<file path="src/verilog/rsq_pkg.sv">
package rsq_pkg;

  // Clock and timebase
  localparam int CLK_HZ       = 10_000_000;
  localparam int CYC_PER_MS   = CLK_HZ / 1000;
  localparam int TICK_PER_MS  = 16;
  localparam int TICK_FRAC    = 4;
  localparam int CYC_PER_TICK = CYC_PER_MS / TICK_PER_MS;
  localparam logic [9:0] TICK_LAST = 10'(CYC_PER_TICK - 1);

  // Widths
  localparam int CNT_W  = 24;
  localparam int MV_W   = 13;
  localparam int ACC_W  = 27;
  localparam int LIN_W  = 16;
  localparam int REG_N  = 11;
  localparam int CONV_N = 12;

  // Ramp limits
  localparam int RAMP_MIN_US     = 250;
  localparam int RAMP_MAX_MS     = 1300;
  localparam int MAX_SLOPE_MV_MS = 4000;
  localparam logic [CNT_W-1:0] RAMP_MIN_TICKS =
    CNT_W'(RAMP_MIN_US * TICK_PER_MS / 1000);
  localparam logic [CNT_W-1:0] RAMP_MAX_TICKS =
    CNT_W'(RAMP_MAX_MS * TICK_PER_MS);
  localparam logic [1:0] GAP_RELOAD =
    2'((CYC_PER_MS + MAX_SLOPE_MV_MS - 1) / MAX_SLOPE_MV_MS - 1);
  localparam logic [ACC_W-1:0] SLEW_THR =
    ACC_W'(TICK_PER_MS * CYC_PER_MS / 1000);

  // Command codes
  localparam logic [7:0] CMD_SLEW     = 8'h27;
  localparam logic [7:0] CMD_ON_DLY   = 8'h60;
  localparam logic [7:0] CMD_RISE     = 8'h61;
  localparam logic [7:0] CMD_ON_MAX   = 8'h62;
  localparam logic [7:0] CMD_OFF_DLY  = 8'h64;
  localparam logic [7:0] CMD_FALL     = 8'h65;
  localparam logic [7:0] CMD_OFF_WARN = 8'h66;
  localparam logic [7:0] CMD_RETRY    = 8'hDB;
  localparam logic [7:0] CMD_RESTART  = 8'hDC;
  localparam logic [7:0] CMD_OT_WARN  = 8'h51;
  localparam logic [7:0] CMD_UT_FAULT = 8'h53;

  // Register and converter indices
  localparam logic [3:0] IDX_SLEW     = 4'h0;
  localparam logic [3:0] IDX_ON_DLY   = 4'h1;
  localparam logic [3:0] IDX_RISE     = 4'h2;
  localparam logic [3:0] IDX_ON_MAX   = 4'h3;
  localparam logic [3:0] IDX_OFF_DLY  = 4'h4;
  localparam logic [3:0] IDX_FALL     = 4'h5;
  localparam logic [3:0] IDX_OFF_WARN = 4'h6;
  localparam logic [3:0] IDX_RETRY    = 4'h7;
  localparam logic [3:0] IDX_RESTART  = 4'h8;
  localparam logic [3:0] IDX_OT       = 4'h9;
  localparam logic [3:0] IDX_UT       = 4'hA;
  localparam logic [3:0] IDX_TEMP     = 4'hB;
  localparam logic [3:0] IDX_NONE     = 4'hF;

  // Reset values
  localparam logic [REG_N-1:0][LIN_W-1:0] REG_RST_ALL = {
    16'hE580, 16'hEAA8, 16'hFBE8, 16'hFABC, 16'hF258, 16'hD200,
    16'h8000, 16'hD280, 16'hD200, 16'h8000, 16'hAA00};

  // Status bit positions
  localparam int STB_TEMP     = 2;
  localparam int STT_OT_WARN  = 6;
  localparam int STT_UT_FAULT = 4;

  typedef enum logic [8:0] {
    ST_OFF        = 9'b0_0000_0001,
    ST_ON_DELAY   = 9'b0_0000_0010,
    ST_RISE       = 9'b0_0000_0100,
    ST_ON         = 9'b0_0000_1000,
    ST_OFF_DELAY  = 9'b0_0001_0000,
    ST_FALL       = 9'b0_0010_0000,
    ST_DECAY      = 9'b0_0100_0000,
    ST_RETRY_WAIT = 9'b0_1000_0000,
    ST_SPARE      = 9'b1_0000_0000
  } rsq_state_e;

  typedef struct packed {
    rsq_state_e                  st;
    logic [REG_N-1:0][LIN_W-1:0] regs;
    logic [LIN_W-1:0]            rd_data;
    logic                        ack;
    logic                        nak;
    logic [9:0]                  cyc;
    logic [CNT_W-1:0]            seq_cnt;
    logic [CNT_W-1:0]            retry_cnt;
    logic [CNT_W-1:0]            rst_cnt;
    logic [ACC_W-1:0]            acc;
    logic [MV_W-1:0]             dac;
    logic [MV_W-1:0]             ramp_mv;
    logic [1:0]                  gap;
    logic                        run_q;
    logic                        hold;
    logic                        retry_run;
    logic                        fault_seen;
    logic                        latched;
    logic                        uv_ok;
    logic                        drive;
    logic                        ot_warn;
    logic                        ut_fault;
    logic                        ton_fault;
    logic                        toff_warn;
    logic                        alert;
  } rsq_regs_s;

  localparam rsq_regs_s RSQ_RST = '{st: ST_OFF, regs: REG_RST_ALL,
                                    default: '0};

endpackage

</file>
<file path="src/verilog/rsq_lin11.sv">
`timescale 1ns/1ns
module rsq_lin11 (
  // Linear 5s/11s word
  input  wire logic [rsq_pkg::LIN_W-1:0] lin_i,
  // Fixed point, four fraction bits
  output logic signed [31:0]             val_o
);
  import rsq_pkg::*;

  logic signed [5:0]  shift;
  logic signed [31:0] mant;

  always_comb
  begin
    shift = $signed({lin_i[15], lin_i[15:11]}) + 6'(TICK_FRAC);
    mant  = {{21{lin_i[10]}}, lin_i[10:0]};
    if (shift >= 0)
    begin
      val_o = mant <<< shift[4:0];
    end
    else
    begin
      val_o = mant >>> 6'(-shift);
    end
  end

endmodule

</file>
<file path="src/verilog/rsq_sequencer.sv">
`timescale 1ns/1ns
module rsq_sequencer (
  // Clock and reset
  input  wire logic                        SYS_CLK_I,
  input  wire logic                        RST_I,
  // Command port
  input  wire logic                        CMD_WR_I,
  input  wire logic                        CMD_RD_I,
  input  wire logic [7:0]                  CMD_CODE_I,
  input  wire logic [rsq_pkg::LIN_W-1:0]   CMD_DATA_I,
  output logic      [rsq_pkg::LIN_W-1:0]   RD_DATA_O,
  output logic                             CMD_ACK_O,
  output logic                             CMD_NAK_O,
  // Run control
  input  wire logic                        RUN_I,
  output logic                             RUN_O,
  output logic                             RUN_OE_O,
  input  wire logic                        OP_ON_I,
  input  wire logic [rsq_pkg::MV_W-1:0]    SETPOINT_I,
  input  wire logic                        FAULT_I,
  input  wire logic                        FAULT_RETRY_I,
  input  wire logic                        DECAY_CHECK_EN_I,
  // Output sense
  input  wire logic                        VOUT_ABOVE_UV_I,
  input  wire logic                        VOUT_BELOW_DECAY_I,
  // Power stage
  output logic      [rsq_pkg::MV_W-1:0]    DAC_O,
  output logic                             DRIVE_EN_O,
  output logic                             DCM_O,
  // Temperature
  input  wire logic [rsq_pkg::LIN_W-1:0]   TEMP_I,
  input  wire logic                        TEMP_VALID_I,
  input  wire logic                        OT_WARN_MASK_I,
  input  wire logic                        UT_IGNORE_I,
  // Status
  input  wire logic                        STATUS_CLEAR_I,
  output logic      [7:0]                  STATUS_BYTE_O,
  output logic      [7:0]                  STATUS_TEMP_O,
  output logic                             TON_FAULT_O,
  output logic                             TOFF_WARN_O,
  output logic                             ALERT_O
);
  import rsq_pkg::*;

  rsq_regs_s r_ff;
  rsq_regs_s nxt_r;

  logic [CONV_N-1:0][LIN_W-1:0] lin_in;
  logic signed [31:0]           conv [CONV_N];
  logic [CNT_W-1:0]             t_on_dly;
  logic [CNT_W-1:0]             t_rise;
  logic [CNT_W-1:0]             t_on_max;
  logic [CNT_W-1:0]             t_off_dly;
  logic [CNT_W-1:0]             t_fall;
  logic [CNT_W-1:0]             t_off_warn;
  logic [CNT_W-1:0]             t_retry;
  logic [CNT_W-1:0]             t_restart;
  logic [CNT_W-1:0]             slew_ticks;
  logic [CNT_W-1:0]             t_rise_eff;
  logic [CNT_W-1:0]             t_fall_eff;
  logic [ACC_W-1:0]             rise_total;
  logic [ACC_W-1:0]             fall_total;
  logic [LIN_W-1:0]             slew_step;
  logic [3:0]                   wr_idx;
  logic                         tick;
  logic                         run_on;
  logic                         active;
  logic                         ton_expire;
  logic                         toff_hit;
  logic                         decay_done;
  logic                         rise_bypass;

  function automatic logic [3:0] reg_index(input logic [7:0] code);
    unique case (code)
      CMD_SLEW:     reg_index = IDX_SLEW;
      CMD_ON_DLY:   reg_index = IDX_ON_DLY;
      CMD_RISE:     reg_index = IDX_RISE;
      CMD_ON_MAX:   reg_index = IDX_ON_MAX;
      CMD_OFF_DLY:  reg_index = IDX_OFF_DLY;
      CMD_FALL:     reg_index = IDX_FALL;
      CMD_OFF_WARN: reg_index = IDX_OFF_WARN;
      CMD_RETRY:    reg_index = IDX_RETRY;
      CMD_RESTART:  reg_index = IDX_RESTART;
      CMD_OT_WARN:  reg_index = IDX_OT;
      CMD_UT_FAULT: reg_index = IDX_UT;
      default:      reg_index = IDX_NONE;
    endcase
  endfunction

  function automatic logic [CNT_W-1:0] to_ticks(input logic signed [31:0] v);
    if (v < 0)
    begin
      to_ticks = '0;
    end
    else if (v > 32'sh00FF_FFFF)
    begin
      to_ticks = '1;
    end
    else
    begin
      to_ticks = v[CNT_W-1:0];
    end
  endfunction

  function automatic logic [CNT_W-1:0] inc_sat(input logic [CNT_W-1:0] c);
    inc_sat = (c == '1) ? c : c + 24'h00_0001;
  endfunction

  assign lin_in = {TEMP_I, r_ff.regs};
  for (genvar g = 0; g < CONV_N; g++)
  begin : g_conv
    rsq_lin11 u_conv (
      .lin_i (lin_in[g]),
      .val_o (conv[g])
    );
  end

  assign t_on_dly   = to_ticks(conv[IDX_ON_DLY]);
  assign t_rise     = to_ticks(conv[IDX_RISE]);
  assign t_on_max   = to_ticks(conv[IDX_ON_MAX]);
  assign t_off_dly  = to_ticks(conv[IDX_OFF_DLY]);
  assign t_fall     = to_ticks(conv[IDX_FALL]);
  assign t_off_warn = to_ticks(conv[IDX_OFF_WARN]);
  assign t_retry    = to_ticks(conv[IDX_RETRY]);
  assign t_restart  = to_ticks(conv[IDX_RESTART]);
  assign slew_ticks = to_ticks(conv[IDX_SLEW]);
  assign slew_step  = (slew_ticks > 24'h00_FFFF) ?
                      16'hFFFF : slew_ticks[LIN_W-1:0];

  assign t_fall_eff = (t_fall < RAMP_MIN_TICKS) ? RAMP_MIN_TICKS :
                      (t_fall > RAMP_MAX_TICKS) ? RAMP_MAX_TICKS : t_fall;
  assign t_rise_eff = (t_rise > RAMP_MAX_TICKS) ? RAMP_MAX_TICKS : t_rise;
  assign rise_total = ACC_W'(t_rise_eff * CYC_PER_TICK);
  assign fall_total = ACC_W'(t_fall_eff * CYC_PER_TICK);
  assign rise_bypass = t_rise < RAMP_MIN_TICKS;

  assign tick    = r_ff.cyc == TICK_LAST;
  assign wr_idx  = reg_index(CMD_CODE_I);
  assign run_on  = RUN_I & OP_ON_I & ~r_ff.hold;
  assign active  = (r_ff.st == ST_ON_DELAY) | (r_ff.st == ST_RISE) |
                   (r_ff.st == ST_ON) | (r_ff.st == ST_OFF_DELAY);
  assign ton_expire = ((r_ff.st == ST_RISE) | (r_ff.st == ST_ON)) &
                      ~r_ff.uv_ok & ~VOUT_ABOVE_UV_I &
                      (t_on_max != '0) & (r_ff.seq_cnt >= t_on_max);
  assign toff_hit = (r_ff.st == ST_DECAY) & DECAY_CHECK_EN_I &
                    (t_off_warn != '0) & ~VOUT_BELOW_DECAY_I &
                    (r_ff.seq_cnt >= t_off_warn);
  assign decay_done = ~DECAY_CHECK_EN_I | VOUT_BELOW_DECAY_I;

  always_comb
  begin
    nxt_r     = r_ff;
    nxt_r.ack = 1'b0;
    nxt_r.nak = 1'b0;
    nxt_r.cyc = tick ? '0 : r_ff.cyc + 10'd1;
    nxt_r.run_q = RUN_I;
    if (tick)
    begin
      nxt_r.seq_cnt = inc_sat(r_ff.seq_cnt);
    end
    if (r_ff.gap != 2'd0)
    begin
      nxt_r.gap = r_ff.gap - 2'd1;
    end
    if (!run_on)
    begin
      nxt_r.latched = 1'b0;
    end

    // Command port
    if (CMD_WR_I)
    begin
      if (wr_idx != IDX_NONE)
      begin
        nxt_r.regs[wr_idx] = CMD_DATA_I;
        nxt_r.ack = 1'b1;
      end
      else
      begin
        nxt_r.nak = 1'b1;
      end
    end
    else if (CMD_RD_I)
    begin
      nxt_r.rd_data = '0;
      if (wr_idx != IDX_NONE)
      begin
        nxt_r.rd_data = r_ff.regs[wr_idx];
        nxt_r.ack = 1'b1;
      end
      else
      begin
        nxt_r.nak = 1'b1;
      end
    end

    // Restart hold on RUN falling edge
    if (r_ff.hold)
    begin
      if (tick)
      begin
        nxt_r.rst_cnt = inc_sat(r_ff.rst_cnt);
      end
      // Strict compare, never short by a partial tick
      if (r_ff.rst_cnt > t_restart)
      begin
        nxt_r.hold = 1'b0;
      end
    end
    else if (r_ff.run_q && !RUN_I)
    begin
      nxt_r.hold    = 1'b1;
      nxt_r.rst_cnt = '0;
    end

    if (r_ff.retry_run && tick)
    begin
      nxt_r.retry_cnt = inc_sat(r_ff.retry_cnt);
    end

    if ((FAULT_I || ton_expire) && active)
    begin
      nxt_r.st         = ST_FALL;
      nxt_r.acc        = '0;
      nxt_r.ramp_mv    = r_ff.dac;
      nxt_r.fault_seen = 1'b1;
      nxt_r.retry_run  = 1'b1;
      nxt_r.retry_cnt  = '0;
    end
    else
    begin
      unique case (r_ff.st)
        ST_OFF:
        begin
          if (run_on && !r_ff.latched && decay_done)
          begin
            nxt_r.st      = ST_ON_DELAY;
            nxt_r.seq_cnt = '0;
          end
        end
        ST_ON_DELAY:
        begin
          if (!run_on)
          begin
            nxt_r.st = ST_OFF;
          end
          else if (r_ff.seq_cnt > t_on_dly)
          begin
            nxt_r.st      = ST_RISE;
            nxt_r.seq_cnt = '0;
            nxt_r.acc     = '0;
            nxt_r.ramp_mv = SETPOINT_I;
            nxt_r.drive   = 1'b1;
            nxt_r.uv_ok   = 1'b0;
            if (rise_bypass)
            begin
              nxt_r.dac = SETPOINT_I;
            end
          end
        end
        ST_RISE:
        begin
          if (VOUT_ABOVE_UV_I)
          begin
            nxt_r.uv_ok = 1'b1;
          end
          if (!run_on)
          begin
            nxt_r.st      = ST_OFF_DELAY;
            nxt_r.seq_cnt = '0;
          end
          else if (r_ff.dac >= r_ff.ramp_mv)
          begin
            nxt_r.st  = ST_ON;
            nxt_r.acc = '0;
          end
          else if (r_ff.acc >= rise_total)
          begin
            if (r_ff.gap == 2'd0)
            begin
              nxt_r.acc = r_ff.acc - rise_total + ACC_W'(r_ff.ramp_mv);
              nxt_r.dac = r_ff.dac + 13'd1;
              nxt_r.gap = GAP_RELOAD;
            end
          end
          else
          begin
            nxt_r.acc = r_ff.acc + ACC_W'(r_ff.ramp_mv);
          end
        end
        ST_ON:
        begin
          if (VOUT_ABOVE_UV_I)
          begin
            nxt_r.uv_ok = 1'b1;
          end
          if (!run_on)
          begin
            nxt_r.st      = ST_OFF_DELAY;
            nxt_r.seq_cnt = '0;
          end
          else if (r_ff.dac == SETPOINT_I)
          begin
            nxt_r.acc = '0;
          end
          else if (r_ff.acc >= SLEW_THR)
          begin
            nxt_r.acc = r_ff.acc - SLEW_THR;
            nxt_r.dac = (r_ff.dac > SETPOINT_I) ? r_ff.dac - 13'd1 :
                                                  r_ff.dac + 13'd1;
          end
          else
          begin
            nxt_r.acc = r_ff.acc + ACC_W'(slew_step);
          end
        end
        ST_OFF_DELAY:
        begin
          if (r_ff.seq_cnt > t_off_dly)
          begin
            nxt_r.st      = ST_FALL;
            nxt_r.acc     = '0;
            nxt_r.ramp_mv = r_ff.dac;
          end
        end
        ST_FALL:
        begin
          if (r_ff.dac == '0)
          begin
            nxt_r.st      = ST_DECAY;
            nxt_r.drive   = 1'b0;
            nxt_r.seq_cnt = '0;
          end
          else if (r_ff.acc >= fall_total)
          begin
            if (r_ff.gap == 2'd0)
            begin
              nxt_r.acc = r_ff.acc - fall_total + ACC_W'(r_ff.ramp_mv);
              nxt_r.dac = r_ff.dac - 13'd1;
              nxt_r.gap = GAP_RELOAD;
            end
          end
          else
          begin
            nxt_r.acc = r_ff.acc + ACC_W'(r_ff.ramp_mv);
          end
        end
        ST_DECAY:
        begin
          if (decay_done)
          begin
            if (!r_ff.fault_seen)
            begin
              nxt_r.st = ST_OFF;
            end
            else if (FAULT_RETRY_I)
            begin
              nxt_r.st = ST_RETRY_WAIT;
            end
            else
            begin
              nxt_r.st         = ST_OFF;
              nxt_r.latched    = 1'b1;
              nxt_r.fault_seen = 1'b0;
              nxt_r.retry_run  = 1'b0;
            end
          end
        end
        ST_RETRY_WAIT:
        begin
          if (r_ff.retry_cnt >= t_retry)
          begin
            nxt_r.st         = ST_OFF;
            nxt_r.fault_seen = 1'b0;
            nxt_r.retry_run  = 1'b0;
          end
        end
        default:
        begin
          nxt_r.st = ST_OFF;
        end
      endcase
    end

    // Sticky flags, set wins over clear
    if (STATUS_CLEAR_I)
    begin
      nxt_r.ot_warn   = 1'b0;
      nxt_r.ut_fault  = 1'b0;
      nxt_r.ton_fault = 1'b0;
      nxt_r.toff_warn = 1'b0;
    end
    if (TEMP_VALID_I && (conv[IDX_TEMP] > conv[IDX_OT]))
    begin
      nxt_r.ot_warn = 1'b1;
    end
    if (TEMP_VALID_I && (conv[IDX_TEMP] < conv[IDX_UT]))
    begin
      nxt_r.ut_fault = 1'b1;
    end
    if (ton_expire)
    begin
      nxt_r.ton_fault = 1'b1;
    end
    if (toff_hit)
    begin
      nxt_r.toff_warn = 1'b1;
    end
    nxt_r.alert = (nxt_r.ot_warn & ~OT_WARN_MASK_I) |
                  (nxt_r.ut_fault & ~UT_IGNORE_I) |
                  nxt_r.ton_fault | nxt_r.toff_warn;
  end

  always_ff @(posedge SYS_CLK_I or posedge RST_I)
  begin
    if (RST_I)
    begin
      r_ff <= RSQ_RST;
    end
    else
    begin
      r_ff <= nxt_r;
    end
  end

  // Outputs
  assign RD_DATA_O  = r_ff.rd_data;
  assign CMD_ACK_O  = r_ff.ack;
  assign CMD_NAK_O  = r_ff.nak;
  assign RUN_O      = 1'b0;
  assign RUN_OE_O   = r_ff.hold;
  assign DAC_O      = r_ff.dac;
  assign DRIVE_EN_O = r_ff.drive;
  assign DCM_O      = r_ff.st == ST_RISE;
  assign TON_FAULT_O = r_ff.ton_fault;
  assign TOFF_WARN_O = r_ff.toff_warn;
  assign ALERT_O     = r_ff.alert;

  always_comb
  begin
    STATUS_BYTE_O = 8'h00;
    STATUS_TEMP_O = 8'h00;
    STATUS_BYTE_O[STB_TEMP]     = r_ff.ot_warn | r_ff.ut_fault;
    STATUS_TEMP_O[STT_OT_WARN]  = r_ff.ot_warn;
    STATUS_TEMP_O[STT_UT_FAULT] = r_ff.ut_fault;
  end

endmodule

</file>
<file path="config.mk">
export PLATFORM = sky130hd
export DESIGN_NAME = rsq_sequencer
export DESIGN_NICKNAME = d
export VERILOG_FILES = /design/src/verilog/rsq_pkg.sv /design/src/verilog/rsq_lin11.sv /design/src/verilog/rsq_sequencer.sv
export SDC_FILE = /design/constraint.sdc
export NUM_CORES = 2
export LEC_CHECK = 0
export BUFFER_PORTS_ARGS = -buffer_cell sky130_fd_sc_hd__buf_2
export CORE_MARGIN = 1.5
export CORE_UTILIZATION = 60
export DETAILED_ROUTE_END_ITERATION = 10
export GPL_TIMING_DRIVEN = 1
export PLACE_DENSITY = 0.84
export SKIP_CTS_REPAIR_TIMING = 1
export SLEW_MARGIN = 10
export SYNTH_ARGS = -nofsm -noshare
export SYNTH_HDL_FRONTEND = slang
export SYNTH_SLANG_ARGS = --single-unit
</file>
<file path="constraint.sdc">
create_clock -name SYS_CLK_I -period 17.5 [get_ports SYS_CLK_I]
set_clock_uncertainty 0.05 [all_clocks]
set_input_delay 0.875 -clock SYS_CLK_I [delete_from_list [all_inputs] [get_ports SYS_CLK_I]]
set_output_delay 0.875 -clock SYS_CLK_I [all_outputs]
set_load 0.005 [all_outputs]
</file>
==> out/qor.yml <==
total_power_uw: 5970
clockBufferDepth: 3
slew_violations: 0
cts_root_buf: "clkbuf_16"
power_leakage_uw: 0.0263
startpoint_type: "register"
drtIter0Drc: 7585
grt-ovfl-total: 0
hold_class: "primary input to async pin"
multi_input_area_mm2: 0.0440
vias: 55200
crit_fanout: 29
grt.met3_usage: 0.0850
globalRouteMet1Util: 0.538
die_x_um: 308
yosys.area.top_type: "dfrtp_1"
synth_cell_types: 96
worst_slew_pin_slew_ns: 1.37
p_switching_uw: 2980
nets: 7594
boundaryPins: 122
grt_max_degree: 103
antenna_left: 0
regArea_mm2: 0.00886
gp_congestion: 1.06
timing.final.crit_share: 0.809
cts_buffers: 43
r2r_start: "lin_in[46]$_DFFE_PP1P_"
cp_common_cell: "ha_1"
n_fill_cell: 7965
synth_flop_cell: "dfrtp_1"
area_growth_pct: 4.43
r2r_slack_ns: 3.34
grt_pass1_wl_um: 288000
power_density_mw_per_mm2: 102
internal_power_uw: 2990
hold_viol_final: 0
dp.cells: 8024
first_global_vias: 50800
synthArstFlopShare: 1.00
fp.dieH_um: 308
grt_busiest_layer: "met2"
track_usage: 0.383
routed_wirelength_um: 186000
rr_endpoint: "r_ff[43]$_DFFE_PP0P_"
ys_ff_latch: 351
path_class: "register to register"
use_met2: 0.577
clock-sinks: 351
synth_top_area_share: 0.129
clock.fmax_mhz: 70.6
drtPass1Iterations: 8
synth_common_cells: "nand2_1 (668), nor2_1 (599), ha_1 (552)"
setup_ws_ns: 3.34
h-tree-depth: 2
status: "finished, final reports clean"
combPwrFrac: 0.638
rows: 111
end_kind: "register"
wl_per_cell_um: 23.0
yosysMostFrequentCell: "nand2_1"
crit_start: "lin_in[46]$_DFFE_PP1P_"
drc: 0
dp_worst_setup_slack_ns: 3.69
tritoncts: "yes"
irDropWorstVdd_v: 0.0000844
cap_violations: 0
worst_path_largest_cell_delay_ns: 0.70
die-area_mm2: 0.0950
clkPwrFrac: 0.162
synth_area_mm2: 0.0559
syn_avg_cell_area_um2: 7.98
yosysSeqAreaShare: 0.159
cp_data_required_time_ns: 17.92
yosys_warnings: 0
critPathArrivalTime_ns: 14.58
pwr-share-seq: 0.200
initial_core_util: 0.608
dp_hpwl_um: 144000
swShare: 0.500
slowest_stage: "ha_1"
portBuffers: 107
synthCells: 7006
rsz0062_at_grt: "no"
vias_per_cell: 6.80
finalSetupTns_ns: 0
post-route-min-period_ns: 14.16
r2r_cells: 39
cts.clk_slew.worst_paths_ns: 0.06
clock_latency_ns: 0.62
core_mm2: 0.0919
synth_area_leaders: "dfrtp_1 (13%), ha_1 (12%), mux2i_1 (5.5%), fa_1 (5.3%), mux2_2 (5.0%)"
max_slew_margin: 0.0728
setup_viol_count_final: 0
antenna_found_initial: 11
synth_edf_count: 0
finalNonFillerCells: 8109
drive_above_1_share: 0.111
==> cells by family (layout without fill, tap and decap cells) <==
logic type,count (synthesis),after routing,synth area share
AND/OR/NAND/NOR,2147,2147,0.180
AO/OA/AOI/OAI,2034,2034,0.231
buffers and inverters,830,612,0.0596
adder cells (fa/ha/maj),700,700,0.177
multiplexers,667,667,0.151
flip-flops,351,351,0.159
XOR/XNOR,275,275,0.0435
other,2,80,0.000134
==> state kept, by name (all words and copies together), names as in the netlist <==
register and count:
lin_in 176, CMD_ACK_O 1, RUN_OE_O 1, r_ff 137, CMD_NAK_O 1, RD_DATA_O 16, TOFF_WARN_O 1, TON_FAULT_O 1
STATUS_TEMP_O 2, ALERT_O 1, DAC_O 13, DRIVE_EN_O 1
==> stage by stage <==
step / hold WS [ns] / cell area, um^2 / util
2_1_floorplan: 0.390 / 56100 / -
3_3_place_gp: 0.411 / 56800 / 0.618
3_5_place_dp: 0.414 / 56800 / 0.618
4_1_cts: 0.332 / 58300 / 0.634
5_1_grt: 0.350 / 58300 / 0.635
6_report: 0.260 / 58400 / 0.635
==> worst max-delay path by stage <==
stage / to / slack [ns] / cells after the start
finish: r_ff[43]$_DFFE_PP0P_ / 3.34 / 39
global route: r_ff[43]$_DFFE_PP0P_ / 2.45 / 39
CTS: r_ff[43]$_DFFE_PP0P_ / 3.55 / 39
detailed placement: r_ff[42]$_DFFE_PP0P_ / 3.69 / 39
global placement: r_ff[43]$_DFFE_PP0P_ / 3.86 / 39
floorplan: r_ff[42]$_DFFE_PP0P_ / 5.33 / 44
==> layout make-up <==
| type | instances | area share |
|---|---|---|
| flip-flops and latches | 351 | 0.152 |
| clock buffers | 58 | 0.0217 |
| diodes | 8 | 0.000343 |
| clock inverters | 19 | 0.00405 |
| multi-input cells | 5895 | 0.754 |
| inverters | 359 | 0.0232 |
| well taps | 1243 | 0.0267 |
| repair buffers | 176 | 0.0181 |
==> power groups by stage <==
stage	combinational, uW	sequential [uW]	clock [uW]
global route	4160	1200	1010
finish	3810	1190	969
floorplan	2830	1040	0
global placement	3580	1190	0
CTS	3670	1180	973
detailed placement	3650	1190	0
==> layout by cell type, fill, tap and decap left out, types with 90 or more instances in the layout <==
cell	synthesis	routed
buf_2	20	107
mux4_2	114	114
nor3_1	145	145
fa_1	148	148
inv_1	341	340
a21o_1	122	122
ha_1	552	552
mux2i_1	306	306
nand3_1	180	180
nand2_1	668	668
o21ai_0	550	549
dfrtp_1	287	287
mux2_2	247	247
nand4_1	90	90
a21oi_1	522	521
xor2_1	125	125
nor2_1	599	598
xnor2_1	148	148
==> critical path: cells and delay by family (launching register included) <==
family                   cells  cell delay (ns)
adder cells (fa/ha/maj)      8             3.50
AND/OR/NAND/NOR              9             2.77
multiplexers                 1             0.41
AO/OA/AOI/OAI               18             5.60
buffers and inverters        2             0.68
XOR/XNOR                     1             0.36
flip-flops                   1             0.62
==> metal layers <==
metal	routed length (um)	share of wire	up-vias
met4	6820	0.037	6
met1	77100	0.41	26100
met5	35	0.00019	-
met3	22700	0.12	454
met2	79700	0.43	3337
li1	-	-	25300
No activity file was read; power rests on OpenSTA's default activity.
